<file path="src/inc/mwi_cfg.svh">
// constants for the memory window serial slave
// assumes inclusion by bare name from the slave and fifo modules
`ifndef MWI_CFG_SVH
`define MWI_CFG_SVH
`define MWI_FILLER 8'hff
`define MWI_RST_INDEX 16'h0000
`define MWI_FIFO_DEPTH 4
`define MWI_LAST_BIT 4'h7
`define MWI_BYTE_BITS 4'h8
`define MWI_HI_PAD 8'h00
`endif

</file>
<file path="src/inc/mwi_pkg.sv">
// types shared by the memory window serial slave and its write fifo
// assumes nothing beyond a SystemVerilog compiler
package mwi_pkg;
	// bus state machine, gray coded along idle, receive, ack, send, master ack
	typedef enum logic [2:0] {
		ST_IDLE = 3'h0,
		ST_RXB = 3'h1,
		ST_ACK = 3'h3,
		ST_TXB = 3'h2,
		ST_TACK = 3'h6,
		ST_STR = 3'h7
	} mwi_state_t;
	// meaning of the byte being received
	typedef enum logic [1:0] {
		K_ADDR = 2'h0,
		K_IHI = 2'h1,
		K_ILO = 2'h3,
		K_DATA = 2'h2
	} mwi_kind_t;
	// one accepted write, handed to the buffer owner
	typedef struct packed {
		logic buf_sel;
		logic [15:0] index;
		logic [7:0] data;
	} mwi_wr_t;
	// one address window: slave address and buffer geometry
	typedef struct packed {
		logic [6:0] addr;
		logic [15:0] buffer_length;
		logic [15:0] writable_limit;
	} mwi_win_t;
endpackage

</file>
<file path="src/mwi_slave.sv">
// memory window serial slave: two addresses, each a byte buffer behind a base index
// assumes scl/sda arrive from pins; buffer owner answers reads and drains writes on clk_sys
`timescale 1ns/1ps
`include "mwi_cfg.svh"
module mwi_slave (
	input wire logic clk_sys, // block clock, 125 MHz
	input wire logic nrst, // synchronous reset, low active
	input wire logic ce, // clock enable
	input wire logic scl_i, // clock line level
	output logic scl_o, // clock line drive value, always low
	output logic scl_oe, // high while holding the clock line low
	input wire logic sda_i, // data line level
	output logic sda_o, // data line drive value, always low
	output logic sda_oe, // high while pulling the data line low
	input wire mwi_pkg::mwi_win_t win0, // primary address window
	input wire mwi_pkg::mwi_win_t win1, // secondary address window
	input wire logic win1_en, // secondary address answered
	input wire logic idx16, // base index is two bytes wide
	input wire logic stretch_en, // clock stretching allowed
	output logic wr_valid, // accepted write waiting
	input wire logic wr_ready, // buffer owner takes the write
	output mwi_pkg::mwi_wr_t wr_data, // buffer, index and byte
	output logic rd_req, // one-cycle read request
	output logic rd_buf, // buffer of the read
	output logic [15:0] rd_index, // offset of the read
	input wire logic [7:0] rd_data, // byte answered
	input wire logic rd_valid, // one-cycle answer strobe
	output logic busy // slave addressed or receiving
);
	mwi_pkg::mwi_state_t state_r;
	mwi_pkg::mwi_kind_t kind_r;
	logic scl_s1_r, scl_s2_r, scl_d_r, sda_s1_r, sda_s2_r, sda_d_r;
	logic [3:0] bitcnt_r;
	logic [7:0] sh_r, hi_r, tx_r;
	logic sel_r, rw_r, nack_r, need_r, txok_r;
	logic [15:0] base0_r, base1_r, ptr_r;
	mwi_pkg::mwi_wr_t pend_r;
	logic rd_req_r, rd_buf_r, busy_r, scl_oe_r, sda_oe_r;
	logic [15:0] rd_index_r;
	logic fifo_in_ready;

	// offset lies below a bound; used for write region and read range
	function automatic logic mwi_below(input logic [15:0] idx, input logic [15:0] bound);
		return idx < bound;
	endfunction

	// bus events seen through the synchronised lines
	wire rise = scl_s2_r & ~scl_d_r;
	wire fall = ~scl_s2_r & scl_d_r;
	wire start_c = scl_s2_r & scl_d_r & sda_d_r & ~sda_s2_r;
	wire stop_c = scl_s2_r & scl_d_r & ~sda_d_r & sda_s2_r;
	wire byte_done = (state_r == mwi_pkg::ST_RXB) && fall && (bitcnt_r == `MWI_BYTE_BITS);

	// address match on 7-bit values, primary wins a tie
	wire match0 = (sh_r[7:1] == win0.addr);
	wire match1 = win1_en && (sh_r[7:1] == win1.addr);
	wire hit = match0 | match1;
	wire [15:0] cur_len = sel_r ? win1.buffer_length : win0.buffer_length;
	wire [15:0] cur_lim = sel_r ? win1.writable_limit : win0.writable_limit;
	wire [15:0] new_base = idx16 ? {hi_r, sh_r} : {`MWI_HI_PAD, sh_r};
	wire wr_ok = mwi_below(ptr_r, cur_lim) && mwi_below(ptr_r, cur_len);
	wire data_done = byte_done && (kind_r == mwi_pkg::K_DATA);
	wire addr_rd = byte_done && (kind_r == mwi_pkg::K_ADDR) && hit && sh_r[0];
	wire fetch_go = addr_rd || ((state_r == mwi_pkg::ST_TACK) && rise && !sda_s2_r);
	wire [15:0] rd_base = match0 ? base0_r : base1_r;

	// write path: direct from the receive shifter, or the held byte while stretching
	wire in_str_wr = (state_r == mwi_pkg::ST_STR) && !rw_r;
	wire push = fifo_in_ready && ((data_done && wr_ok) || in_str_wr);
	wire mwi_pkg::mwi_wr_t cur_wr = '{buf_sel: sel_r, index: ptr_r, data: sh_r};
	wire mwi_pkg::mwi_wr_t push_data = in_str_wr ? pend_r : cur_wr;

	// sending side: next byte is loaded at the end of an ack
	wire ack_end_rd = fall && !nack_r && rw_r && ((state_r == mwi_pkg::ST_ACK) || (state_r == mwi_pkg::ST_TACK));
	wire tx_wait = !txok_r && stretch_en;
	wire tx_load = (ack_end_rd && !tx_wait) || ((state_r == mwi_pkg::ST_STR) && rw_r && !tx_wait);
	wire mwi_pkg::mwi_kind_t kind_after = (kind_r == mwi_pkg::K_ADDR) ? (idx16 ? mwi_pkg::K_IHI : mwi_pkg::K_ILO) :
		(kind_r == mwi_pkg::K_IHI) ? mwi_pkg::K_ILO : mwi_pkg::K_DATA;

	mwi_fifo #(.W($bits(mwi_pkg::mwi_wr_t)), .D(`MWI_FIFO_DEPTH)) u_fifo (
		.clk_sys(clk_sys),
		.nrst(nrst),
		.ce(ce),
		.in_valid(push),
		.in_ready(fifo_in_ready),
		.in_data(push_data),
		.out_valid(wr_valid),
		.out_ready(wr_ready),
		.out_data(wr_data)
	);

	// two-flop synchronisers and one delayed copy for edge finding
	always_ff @(posedge clk_sys) begin
		if (!nrst) begin
			{scl_s1_r, scl_s2_r, scl_d_r} <= 3'h7;
			{sda_s1_r, sda_s2_r, sda_d_r} <= 3'h7;
		end else if (ce) begin
			{scl_s1_r, scl_s2_r, scl_d_r} <= {scl_i, scl_s1_r, scl_s2_r};
			{sda_s1_r, sda_s2_r, sda_d_r} <= {sda_i, sda_s1_r, sda_s2_r};
		end
	end

	// bus state machine, pointer and base indices
	always_ff @(posedge clk_sys) begin
		if (!nrst) begin
			state_r <= mwi_pkg::ST_IDLE;
			kind_r <= mwi_pkg::K_ADDR;
			bitcnt_r <= 4'h0;
			sh_r <= 8'h00;
			hi_r <= 8'h00;
			sel_r <= 1'b0;
			rw_r <= 1'b0;
			nack_r <= 1'b0;
			ptr_r <= `MWI_RST_INDEX;
			base0_r <= `MWI_RST_INDEX;
			base1_r <= `MWI_RST_INDEX;
			pend_r <= '0;
		end else if (ce) begin
			if (start_c) begin
				state_r <= mwi_pkg::ST_RXB;
				kind_r <= mwi_pkg::K_ADDR;
				bitcnt_r <= 4'h0;
			end else if (stop_c) begin
				state_r <= mwi_pkg::ST_IDLE;
			end else if (tx_load) begin
				sh_r <= tx_r;
				bitcnt_r <= 4'h0;
				ptr_r <= ptr_r + 16'h0001;
				state_r <= mwi_pkg::ST_TXB;
			end else begin
				case (state_r)
					mwi_pkg::ST_RXB: begin
						if (rise) begin
							sh_r <= {sh_r[6:0], sda_s2_r};
							bitcnt_r <= bitcnt_r + 4'h1;
						end else if (byte_done) begin
							state_r <= mwi_pkg::ST_ACK;
							nack_r <= 1'b0;
							case (kind_r)
								mwi_pkg::K_ADDR: begin
									nack_r <= !hit;
									rw_r <= sh_r[0];
									sel_r <= !match0;
									if (sh_r[0])
										ptr_r <= rd_base;
								end
								mwi_pkg::K_IHI: hi_r <= sh_r;
								mwi_pkg::K_ILO: begin
									ptr_r <= new_base;
									if (sel_r)
										base1_r <= new_base;
									else
										base0_r <= new_base;
								end
								default: begin
									ptr_r <= ptr_r + 16'h0001;
									pend_r <= cur_wr;
									if (!wr_ok)
										nack_r <= stretch_en;
									else if (!fifo_in_ready && stretch_en)
										state_r <= mwi_pkg::ST_STR;
								end
							endcase
						end
					end
					mwi_pkg::ST_ACK: begin
						if (fall && nack_r)
							state_r <= mwi_pkg::ST_IDLE;
						else if (fall && rw_r)
							state_r <= mwi_pkg::ST_STR;
						else if (fall) begin
							state_r <= mwi_pkg::ST_RXB;
							kind_r <= kind_after;
							bitcnt_r <= 4'h0;
						end
					end
					mwi_pkg::ST_TXB: begin
						if (fall && bitcnt_r == `MWI_LAST_BIT)
							state_r <= mwi_pkg::ST_TACK;
						else if (fall) begin
							sh_r <= {sh_r[6:0], 1'b1};
							bitcnt_r <= bitcnt_r + 4'h1;
						end
					end
					mwi_pkg::ST_TACK: begin
						if (rise && sda_s2_r)
							state_r <= mwi_pkg::ST_IDLE;
						else if (fall)
							state_r <= mwi_pkg::ST_STR;
					end
					mwi_pkg::ST_STR: begin
						if (!rw_r && (fifo_in_ready || !stretch_en))
							state_r <= mwi_pkg::ST_ACK;
					end
					default: state_r <= mwi_pkg::ST_IDLE;
				endcase
			end
		end
	end

	// fetch of the next byte to send; beyond the buffer end the filler is used
	always_ff @(posedge clk_sys) begin
		if (!nrst) begin
			need_r <= 1'b0;
			txok_r <= 1'b0;
			tx_r <= `MWI_FILLER;
			rd_req_r <= 1'b0;
			rd_buf_r <= 1'b0;
			rd_index_r <= `MWI_RST_INDEX;
		end else if (ce) begin
			rd_req_r <= 1'b0;
			if (need_r && mwi_below(ptr_r, cur_len)) begin
				rd_req_r <= 1'b1;
				rd_buf_r <= sel_r;
				rd_index_r <= ptr_r;
				txok_r <= 1'b0;
			end else if (need_r) begin
				tx_r <= `MWI_FILLER;
				txok_r <= 1'b1;
			end else if (rd_valid) begin
				tx_r <= rd_data;
				txok_r <= 1'b1;
			end
			need_r <= fetch_go;
		end
	end

	// line drivers: pull data low for ack or a zero bit, hold clock in the pause state
	always_ff @(posedge clk_sys) begin
		if (!nrst) begin
			sda_oe_r <= 1'b0;
			scl_oe_r <= 1'b0;
			busy_r <= 1'b0;
		end else if (ce) begin
			sda_oe_r <= ((state_r == mwi_pkg::ST_ACK) && !nack_r) || ((state_r == mwi_pkg::ST_TXB) && !sh_r[7]);
			scl_oe_r <= (state_r == mwi_pkg::ST_STR) && stretch_en;
			busy_r <= (state_r != mwi_pkg::ST_IDLE);
		end
	end

	assign scl_o = 1'b0;
	assign sda_o = 1'b0;
	assign scl_oe = scl_oe_r;
	assign sda_oe = sda_oe_r;
	assign rd_req = rd_req_r;
	assign rd_buf = rd_buf_r;
	assign rd_index = rd_index_r;
	assign busy = busy_r;

	// checks beside the logic
	a_base_reset_zero: assert property (@(posedge clk_sys) $rose(nrst) |-> base0_r == 16'h0000 && base1_r == 16'h0000)
		else $error("base index not zero after reset");
	a_oob_nack_on: assert property (@(posedge clk_sys) disable iff (!nrst) ce && data_done && !wr_ok && stretch_en
		|-> !push ##1 nack_r && state_r == mwi_pkg::ST_ACK)
		else $error("out of region byte not refused");
	a_oob_drop_off: assert property (@(posedge clk_sys) disable iff (!nrst) ce && data_done && !wr_ok && !stretch_en
		|-> !push ##1 !nack_r ##1 sda_oe_r || !ce || start_c || stop_c)
		else $error("out of region byte not acked or stored");
	a_ptr_adv_write: assert property (@(posedge clk_sys) disable iff (!nrst) ce && data_done && !start_c && !stop_c
		|=> ptr_r == $past(ptr_r) + 16'h0001)
		else $error("write pointer did not advance");
	a_read_from_base: assert property (@(posedge clk_sys) disable iff (!nrst) ce && addr_rd && !start_c && !stop_c
		|=> ptr_r == (sel_r ? base1_r : base0_r) && need_r)
		else $error("read does not start at base index");
	a_base_kept_tx: assert property (@(posedge clk_sys) disable iff (!nrst) state_r == mwi_pkg::ST_TXB
		|=> $stable(base0_r) && $stable(base1_r))
		else $error("base index changed by a read");
	a_filler_past_end: assert property (@(posedge clk_sys) disable iff (!nrst) ce && need_r && !mwi_below(ptr_r, cur_len)
		|=> tx_r == `MWI_FILLER && txok_r && !rd_req_r)
		else $error("filler not returned past end");
	a_no_stretch_off: assert property (@(posedge clk_sys) disable iff (!nrst) !stretch_en && $past(stretch_en) == 1'b0
		|-> !scl_oe_r)
		else $error("clock held while stretching off");
	a_index_hi_first: assert property (@(posedge clk_sys) disable iff (!nrst) ce && byte_done && kind_r == mwi_pkg::K_ILO
		&& idx16 && !sel_r && !start_c && !stop_c |=> base0_r == {$past(hi_r), $past(sh_r)})
		else $error("two-byte index assembled in wrong order");
	a_write_in_region: assert property (@(posedge clk_sys) disable iff (!nrst) push && !in_str_wr
		|-> push_data.index < cur_lim && push_data.index < cur_len)
		else $error("write stored outside region");
endmodule // mwi_slave

</file>
<file path="src/mwi_fifo.sv">
// small synchronous fifo with valid/ready on both sides
// assumes depth is a power of two; one clock, synchronous active-low reset
`timescale 1ns/1ps
`include "mwi_cfg.svh"
module mwi_fifo #(
	parameter int W = 25,
	parameter int D = `MWI_FIFO_DEPTH
) (
	input wire logic clk_sys, // block clock
	input wire logic nrst, // synchronous reset, low active
	input wire logic ce, // clock enable, freezes all state when low
	input wire logic in_valid, // producer offers a word
	output logic in_ready, // room for a word
	input wire logic [W-1:0] in_data, // word offered
	output logic out_valid, // word available
	input wire logic out_ready, // consumer takes the word
	output logic [W-1:0] out_data // oldest word
);
	localparam int AW = $clog2(D);
	localparam logic [AW:0] FULL = (AW+1)'(D);
	logic [W-1:0] mem [D];
	logic [AW-1:0] wp_r;
	logic [AW-1:0] rp_r;
	logic [AW:0] cnt_r;
	wire push = in_valid & in_ready;
	wire pop = out_valid & out_ready;

	// flags come straight from the occupancy count
	assign in_ready = (cnt_r != FULL);
	assign out_valid = (cnt_r != '0);
	assign out_data = mem[rp_r];

	// pointers and count
	always_ff @(posedge clk_sys) begin
		if (!nrst) begin
			wp_r <= '0;
			rp_r <= '0;
			cnt_r <= '0;
		end else if (ce) begin
			if (push) begin
				mem[wp_r] <= in_data;
				wp_r <= wp_r + 1'b1;
			end
			if (pop)
				rp_r <= rp_r + 1'b1;
			if (push && !pop)
				cnt_r <= cnt_r + 1'b1;
			else if (pop && !push)
				cnt_r <= cnt_r - 1'b1;
		end
	end
endmodule // mwi_fifo

</file>
<file path="config.mk">
export PLATFORM = sky130hd
export DESIGN_NAME = mwi_slave
export DESIGN_NICKNAME = d
export VERILOG_FILES = /design/src/inc/mwi_pkg.sv /design/src/mwi_slave.sv /design/src/mwi_fifo.sv
export VERILOG_INCLUDE_DIRS = /design/src /design/src/inc
export SDC_FILE = /design/constraint.sdc
export NUM_CORES = 1
export LEC_CHECK = 0
export ABC_CLOCK_PERIOD_IN_PS = 5600
export BUFFER_PORTS_ARGS = -buffer_cell sky130_fd_sc_hd__buf_2
export CAP_MARGIN = 20
export CORE_MARGIN = 3
export CORE_UTILIZATION = 59
export DETAILED_ROUTE_END_ITERATION = 8
export GPL_ROUTABILITY_DRIVEN = 0
export PLACE_DENSITY = 0.8
export RECOVER_POWER = 25
export SLEW_MARGIN = 20
export SYNTH_ARGS = -nofsm -noshare
export SYNTH_HDL_FRONTEND = slang
export SYNTH_SLANG_ARGS = --single-unit
</file>
<file path="constraint.sdc">
create_clock -name clk_sys -period 5.6 [get_ports clk_sys]
set_input_delay 0.28 -clock clk_sys [delete_from_list [all_inputs] [get_ports clk_sys]]
set_output_delay 0.28 -clock clk_sys [all_outputs]
set_load 0.005 [all_outputs]
</file>
Yosys cells after proc, flatten, opt, wreduce, memory -nomap -nowiden
Memories as Yosys holds them, arrays and structs flattened. A register that Yosys moved wholly into a read port is not among the register bits.
Cells that the tools add are included.
- bits in registers: 145
- memory bits (writable): 100
- bits of input ports: 96
- output and inout port bits: 49
- logic and storage cells: 246
- memories kept: 1
- add/sub/neg operators: 6
- order comparisons: 2
- equality and inequality tests: 35
- muxes and demuxes: 68
- bitwise operators: 21
- reductions and logical operators: 81
- memory list (memory ; depth ; bits a word ; rd ports ; clocked after Yosys merged registers in ; write ports ; line ; RTL):
    u_fifo.mem ; 4 ; 25 ; 1 ; 1 ; 1 ; mwi_fifo.sv:21 ; logic [W-1:0] mem [D];
- operators with widths (cell ; count):
    two-way mux 16 bit ; 9
    two-way mux 3 bit ; 17
    two-way mux 8 bit ; 6
    one-hot mux 16 bit (3 select lines) ; 1
    two-way mux 4 bit ; 9
    logical AND 1 bit ; 32
    less-than comparator 16 bit ; 2
    AND reduction 8 bit ; 4
    AND reduction 7 bit ; 4
    AND reduction 9 bit ; 3
    two-way mux 25 bit ; 1
    inequality test 4 bit (second input constant) ; 6
    two-way mux 2 bit ; 11
    inequality test 5 bit (second input constant) ; 4
    adder 16 x 1 -> 16 bit (second input constant) ; 1
    one-hot mux 8 bit (2 select lines) ; 1
    inequality test 3 bit (second input constant) ; 5
    one-hot mux 3 bit (5 select lines) ; 1
    == test 7 bit ; 2
    zero test 1 bit ; 12
    one-hot mux 4 bit (3 select lines) ; 1
    nonzero test 2 bit ; 6
    nonzero test 3 bit ; 4
    inverter 1 bit ; 11
    26 further kinds ; 60

Longest topological paths before layout
- depth after elaboration: 13
- mapped depth: 17
- gate-level depth less buffers: 15

By module
A second synthesis with hierarchy kept.
- cells, all modules: 1163
- area total of the unflattened synthesis: 12027.8 µm²
- by module, submodules not included (module ; instances ; cells each ; area an instance (µm²) ; sequential area each (µm²)):
    mwi_slave ; 1 ; 979 ; 7920.1 ; 2762.6
    mwi_fifo ; 1 ; 184 ; 4107.7 ; 3183.1

Worst setup path before layout
OpenSTA, ideal clock, no wires.
- path type: register -> register
- start: register sel_r
- end: memory u_fifo.mem[3][0], enable pin
- library setup time: 0.444 ns
- data arrival time: 4.454 ns
- required time: 5.156 ns
- slack: 0.702 ns
- stages on the path, launching flop included: 11
- buffers on the path: 2
- period minus slack after synthesis: 4.898 ns
- cell sequence: dfxtp_1 -> clkbuf_1 -> buf_1 -> mux2i_1 -> ha_1 -> a21o_1 -> a21o_1 -> a221o_1 -> nor2_1 -> a21oi_2 -> nor3b_1
- word-level cells in the longest chain between the ends: 11
- elaborated cells on any way between the ends: 13
- classes of those cells: order compare: 2; mux: 6; bitwise: 1; reduce/logical: 4
- RTL lines (element ; line ; RTL):
    from (decl) ; mwi_slave.sv:35 ; logic sel_r, rw_r, nack_r, need_r, txok_r;
    from (signal assigned) ; mwi_slave.sv:143 ; sel_r <= !match0;
    two-way mux 16 bit (on tied branches) ; mwi_slave.sv:59, mwi_slave.sv:58 ;
    less-than comparator 16 bit ; mwi_slave.sv:44 ; return idx < bound;
    logical AND 1 bit * ; mwi_slave.sv:61 ; wire wr_ok = mwi_below(ptr_r, cur_lim) && mwi_below(ptr_r, cur_len);
    logical AND 1 bit * ; mwi_slave.sv:69 ; wire push = fifo_in_ready && ((data_done && wr_ok) || in_str_wr);
    logical OR 1 bit * ; mwi_slave.sv:69 ;
    logical AND 1 bit * ; mwi_slave.sv:69 ;
    AND 1 bit * ; mwi_fifo.sv:25 ; wire push = in_valid & in_ready;
    two-way mux 1 bit * ; mwi_fifo.sv:40 ; if (push) begin
    two-way mux 1 bit * ; mwi_fifo.sv:39 ; end else if (ce) begin
    two-way mux 1 bit * ; mwi_fifo.sv:35 ; if (!nrst) begin
    two-way mux 1 bit (implied by the code) * ; mwi_fifo.sv:41 ; mem[wp_r] <= in_data;
    to (decl) ; mwi_fifo.sv:21 ;
Mark *: on every way between the ends. The rest lies on a longest branch, timed or not.

==> impl_metrics.ini <==
[cells_and_area]
fillCellCount = 1523
area_growth_pct = 12.48
final_nets = 1446
drive_gt1_share_pct = 17.23
diodes = 0

[detailed_routing]
viasPerCell = 6.234
dr.pass1.iters = 6
wl_um = 32240
drtAntennaViolNets = 0
vias = 9899
drtIter0Drc = 956
drc = 0
post_drt_wl_per_cell_um = 20.30

[worst_setup_path]
r2r_cells = 16
rr_endpoint = u_fifo.cnt_r[2]
critPathLaunchType = input port
worstPathArrival_ps = 4860
crit_type = input port to register
r2r_slack_ps = 1160
reg2reg_from = sel_r
path_max_fanout = 65
crit_path_end_kind = register
worstPathRequired_ps = 5880

[synthesis]
synth-seq-cells = 247
synth-edff-count = 100
async_flop_share_pct = 0
synthTopCellsByArea = edfxtp_1, dfxtp_1, mux2i_1
synth_top_cell_area_share_pct = 24.63
syn_area_um2 = 12190
synthFlopType = dfxtp_1
ys_seq_area_share_pct = 48.77
syn_inst = 1212
synth.most_common_cell = nand2_1
syn_area_per_cell_um2 = 10.06
ys_warn_count = 0
synth.distinct_cells = 75
synth_top_area_cell = edfxtp_1
ys_top_cells_by_count = nand2_1, dfxtp_1, a21oi_1

[floorplanning]
rows = 51
core_area_um2 = 19910
initial_core_util_pct = 61.23
fp.dieW_um = 149.7
die_area_um2 = 22420
ioPinCount = 145
die-height_um = 149.7

[global_routing]
grt_max_degree = 66
grt_pass1_wl_um = 50930
grt.total_usage_pct = 28.64
antenna_found_initial = 0
grt_pass1_vias = 9512
grt_overflow = 0

[job]
maxCapViolCount = 3

[place]
pre_cts_slack_ps = 1330
dp_hpwl_um = 21270
io_buffers = 142

[clock_tree]
cts_resized = 0
clk_pin_slew_ps = 60
cts_buffers = 24
cts_root_buffer = clkbuf_16
clock_path_buffers = 3
postCtsHoldBufs = 2
htree_levels = 1
clkSinkCount = 247
cts_tree = built
post_cts_buffers = 0
clkLatencyLatePin_ps = 530

[power_and_ir_drop]
totalPowerFinal_mw = 3.729
p_leak_nw = 4.852
powerDensity_nw_per_um2 = 271.9
ir_drop_uv = 237.2

[min_path]
min_from = rd_data[7]
worstHoldEndpoint = tx_r[7]
hold_path.class = input port to register
min_path_cells = 3

[timing]
maxSlewViolCount = 138
finClkSkew_ps = 13.88
slew_headroom_pct = -94.38
setup_viol = 0
tightest_slew_ps = 2916
fmax_ghz = 0.2182
period_minus_slack_ps = 4584
rsz0062_at_grt = no
hold_viol = 0
tns_ps = 0
finalWorstSetupSlack_ps = 1016
finalCritPeriodShare_pct = 81.85

[status]
violations = capacitance limit, slew limit
run_status = complete, but fails checks
[cell usage in the layout (no fill, tap or decap), drive strengths merged, types with 18 or more instances in the layout]
cell | synthesis | routed
mux4 | 25 | 25
edfxtp | 100 | 100
dfxtp | 147 | 147
clkbuf | 60 | 50
buf | 31 | 140
nor2 | 84 | 84
o21ai | 50 | 50
nand2 | 199 | 199
nand3 | 49 | 49
mux2 | 27 | 27
inv | 17 | 18
a21oi | 117 | 117
mux2i | 78 | 78
ha | 43 | 43
[registers in the layout (all words and copies together), names as in the netlist, 2 cells and up, named ones only]
signal	flops
base0_r	16
base1_r	16
bitcnt_r	4
hi_r	8
kind_r	2
pend_r	25
ptr_r	16
rd_index	16
sh_r	8
state_r	3
tx_r	8
u_fifo.cnt_r	3
u_fifo.mem	100
u_fifo.rp_r	2
u_fifo.wp_r	2
[worst max-delay path by stage]
stage,start,endpoint,cells past startpoint
finish,nrst,register,5
global route,nrst,u_fifo.cnt_r[1],5
CTS,sel_r,u_fifo.cnt_r[2],16
detailed placement,sel_r,u_fifo.cnt_r[2],16
global placement,sel_r,u_fifo.cnt_r[2],16
floorplan,sel_r,u_fifo.mem[3][0],10
[report_power, final]
group	switching, mW	internal, mW	total [mW]
Sequential	0.0583	1.89	1.94
Combinational	0.168	0.111	0.279
Clock	0.673	0.834	1.51
Total	0.898	2.83	3.73
[metrics by stage]
stage	hold slack (ps)	instances	util [%]	cell area, um2
after global placement	439.2	1542	65.20	12980
after floorplan	408.4	1213	-	12190
after global routing	41.90	1588	68.87	13710
after CTS	26.70	1588	69.00	13740
final	33.71	1588	68.87	13710
after detailed placement	444.0	1543	65.25	12990
[worst max-delay path, stage by stage]
cell and delay (ps):
buf_2 90, clkbuf_2 630, inv_1 1430, clkbuf_1 2150, nor2_1 200
[cells by family (layout without fill, tap and decap cells)]
family	after synthesis	in the layout	synth area share, %
AOI/OAI and AO/OA	257	257	13.04
xor gates and xnor gates	21	21	1.509
adders and majority gates	44	44	4.578
buffers and inverters	109	219	3.674
DFF	247	247	48.77
muxes	130	130	13.52
other	1	2	0.03076
and+or+nand+nor	403	403	14.88
[routing by layer]
metal / share of wire [%] / up-vias / wire length, um / track usage [%]
met1: 41 / 4736 / 13080 / 39.34
li1: - / 4597 / - / -
met3: 8.1 / 84 / 2619 / 4.058
met5: 0 / - / 0 / 0
met2: 48 / 482 / 15540 / 47.33
met4: 3.1 / 0 / 995 / 9.286
[cell type report]
type                            count  area [um2]  area share (%)
Timing Repair Buffer              158       813.3           5.931
Multi-Input combinational cell    857        5824           42.48
Inverter                           18       67.56          0.4927
Clock inverter                      9       58.81          0.4289
Sequential cell                   247        5948           43.38
Clock buffer                       34       668.1           4.873
Tap cell                          265       331.6           2.418
No activity file was read; power rests on OpenSTA's default activity.
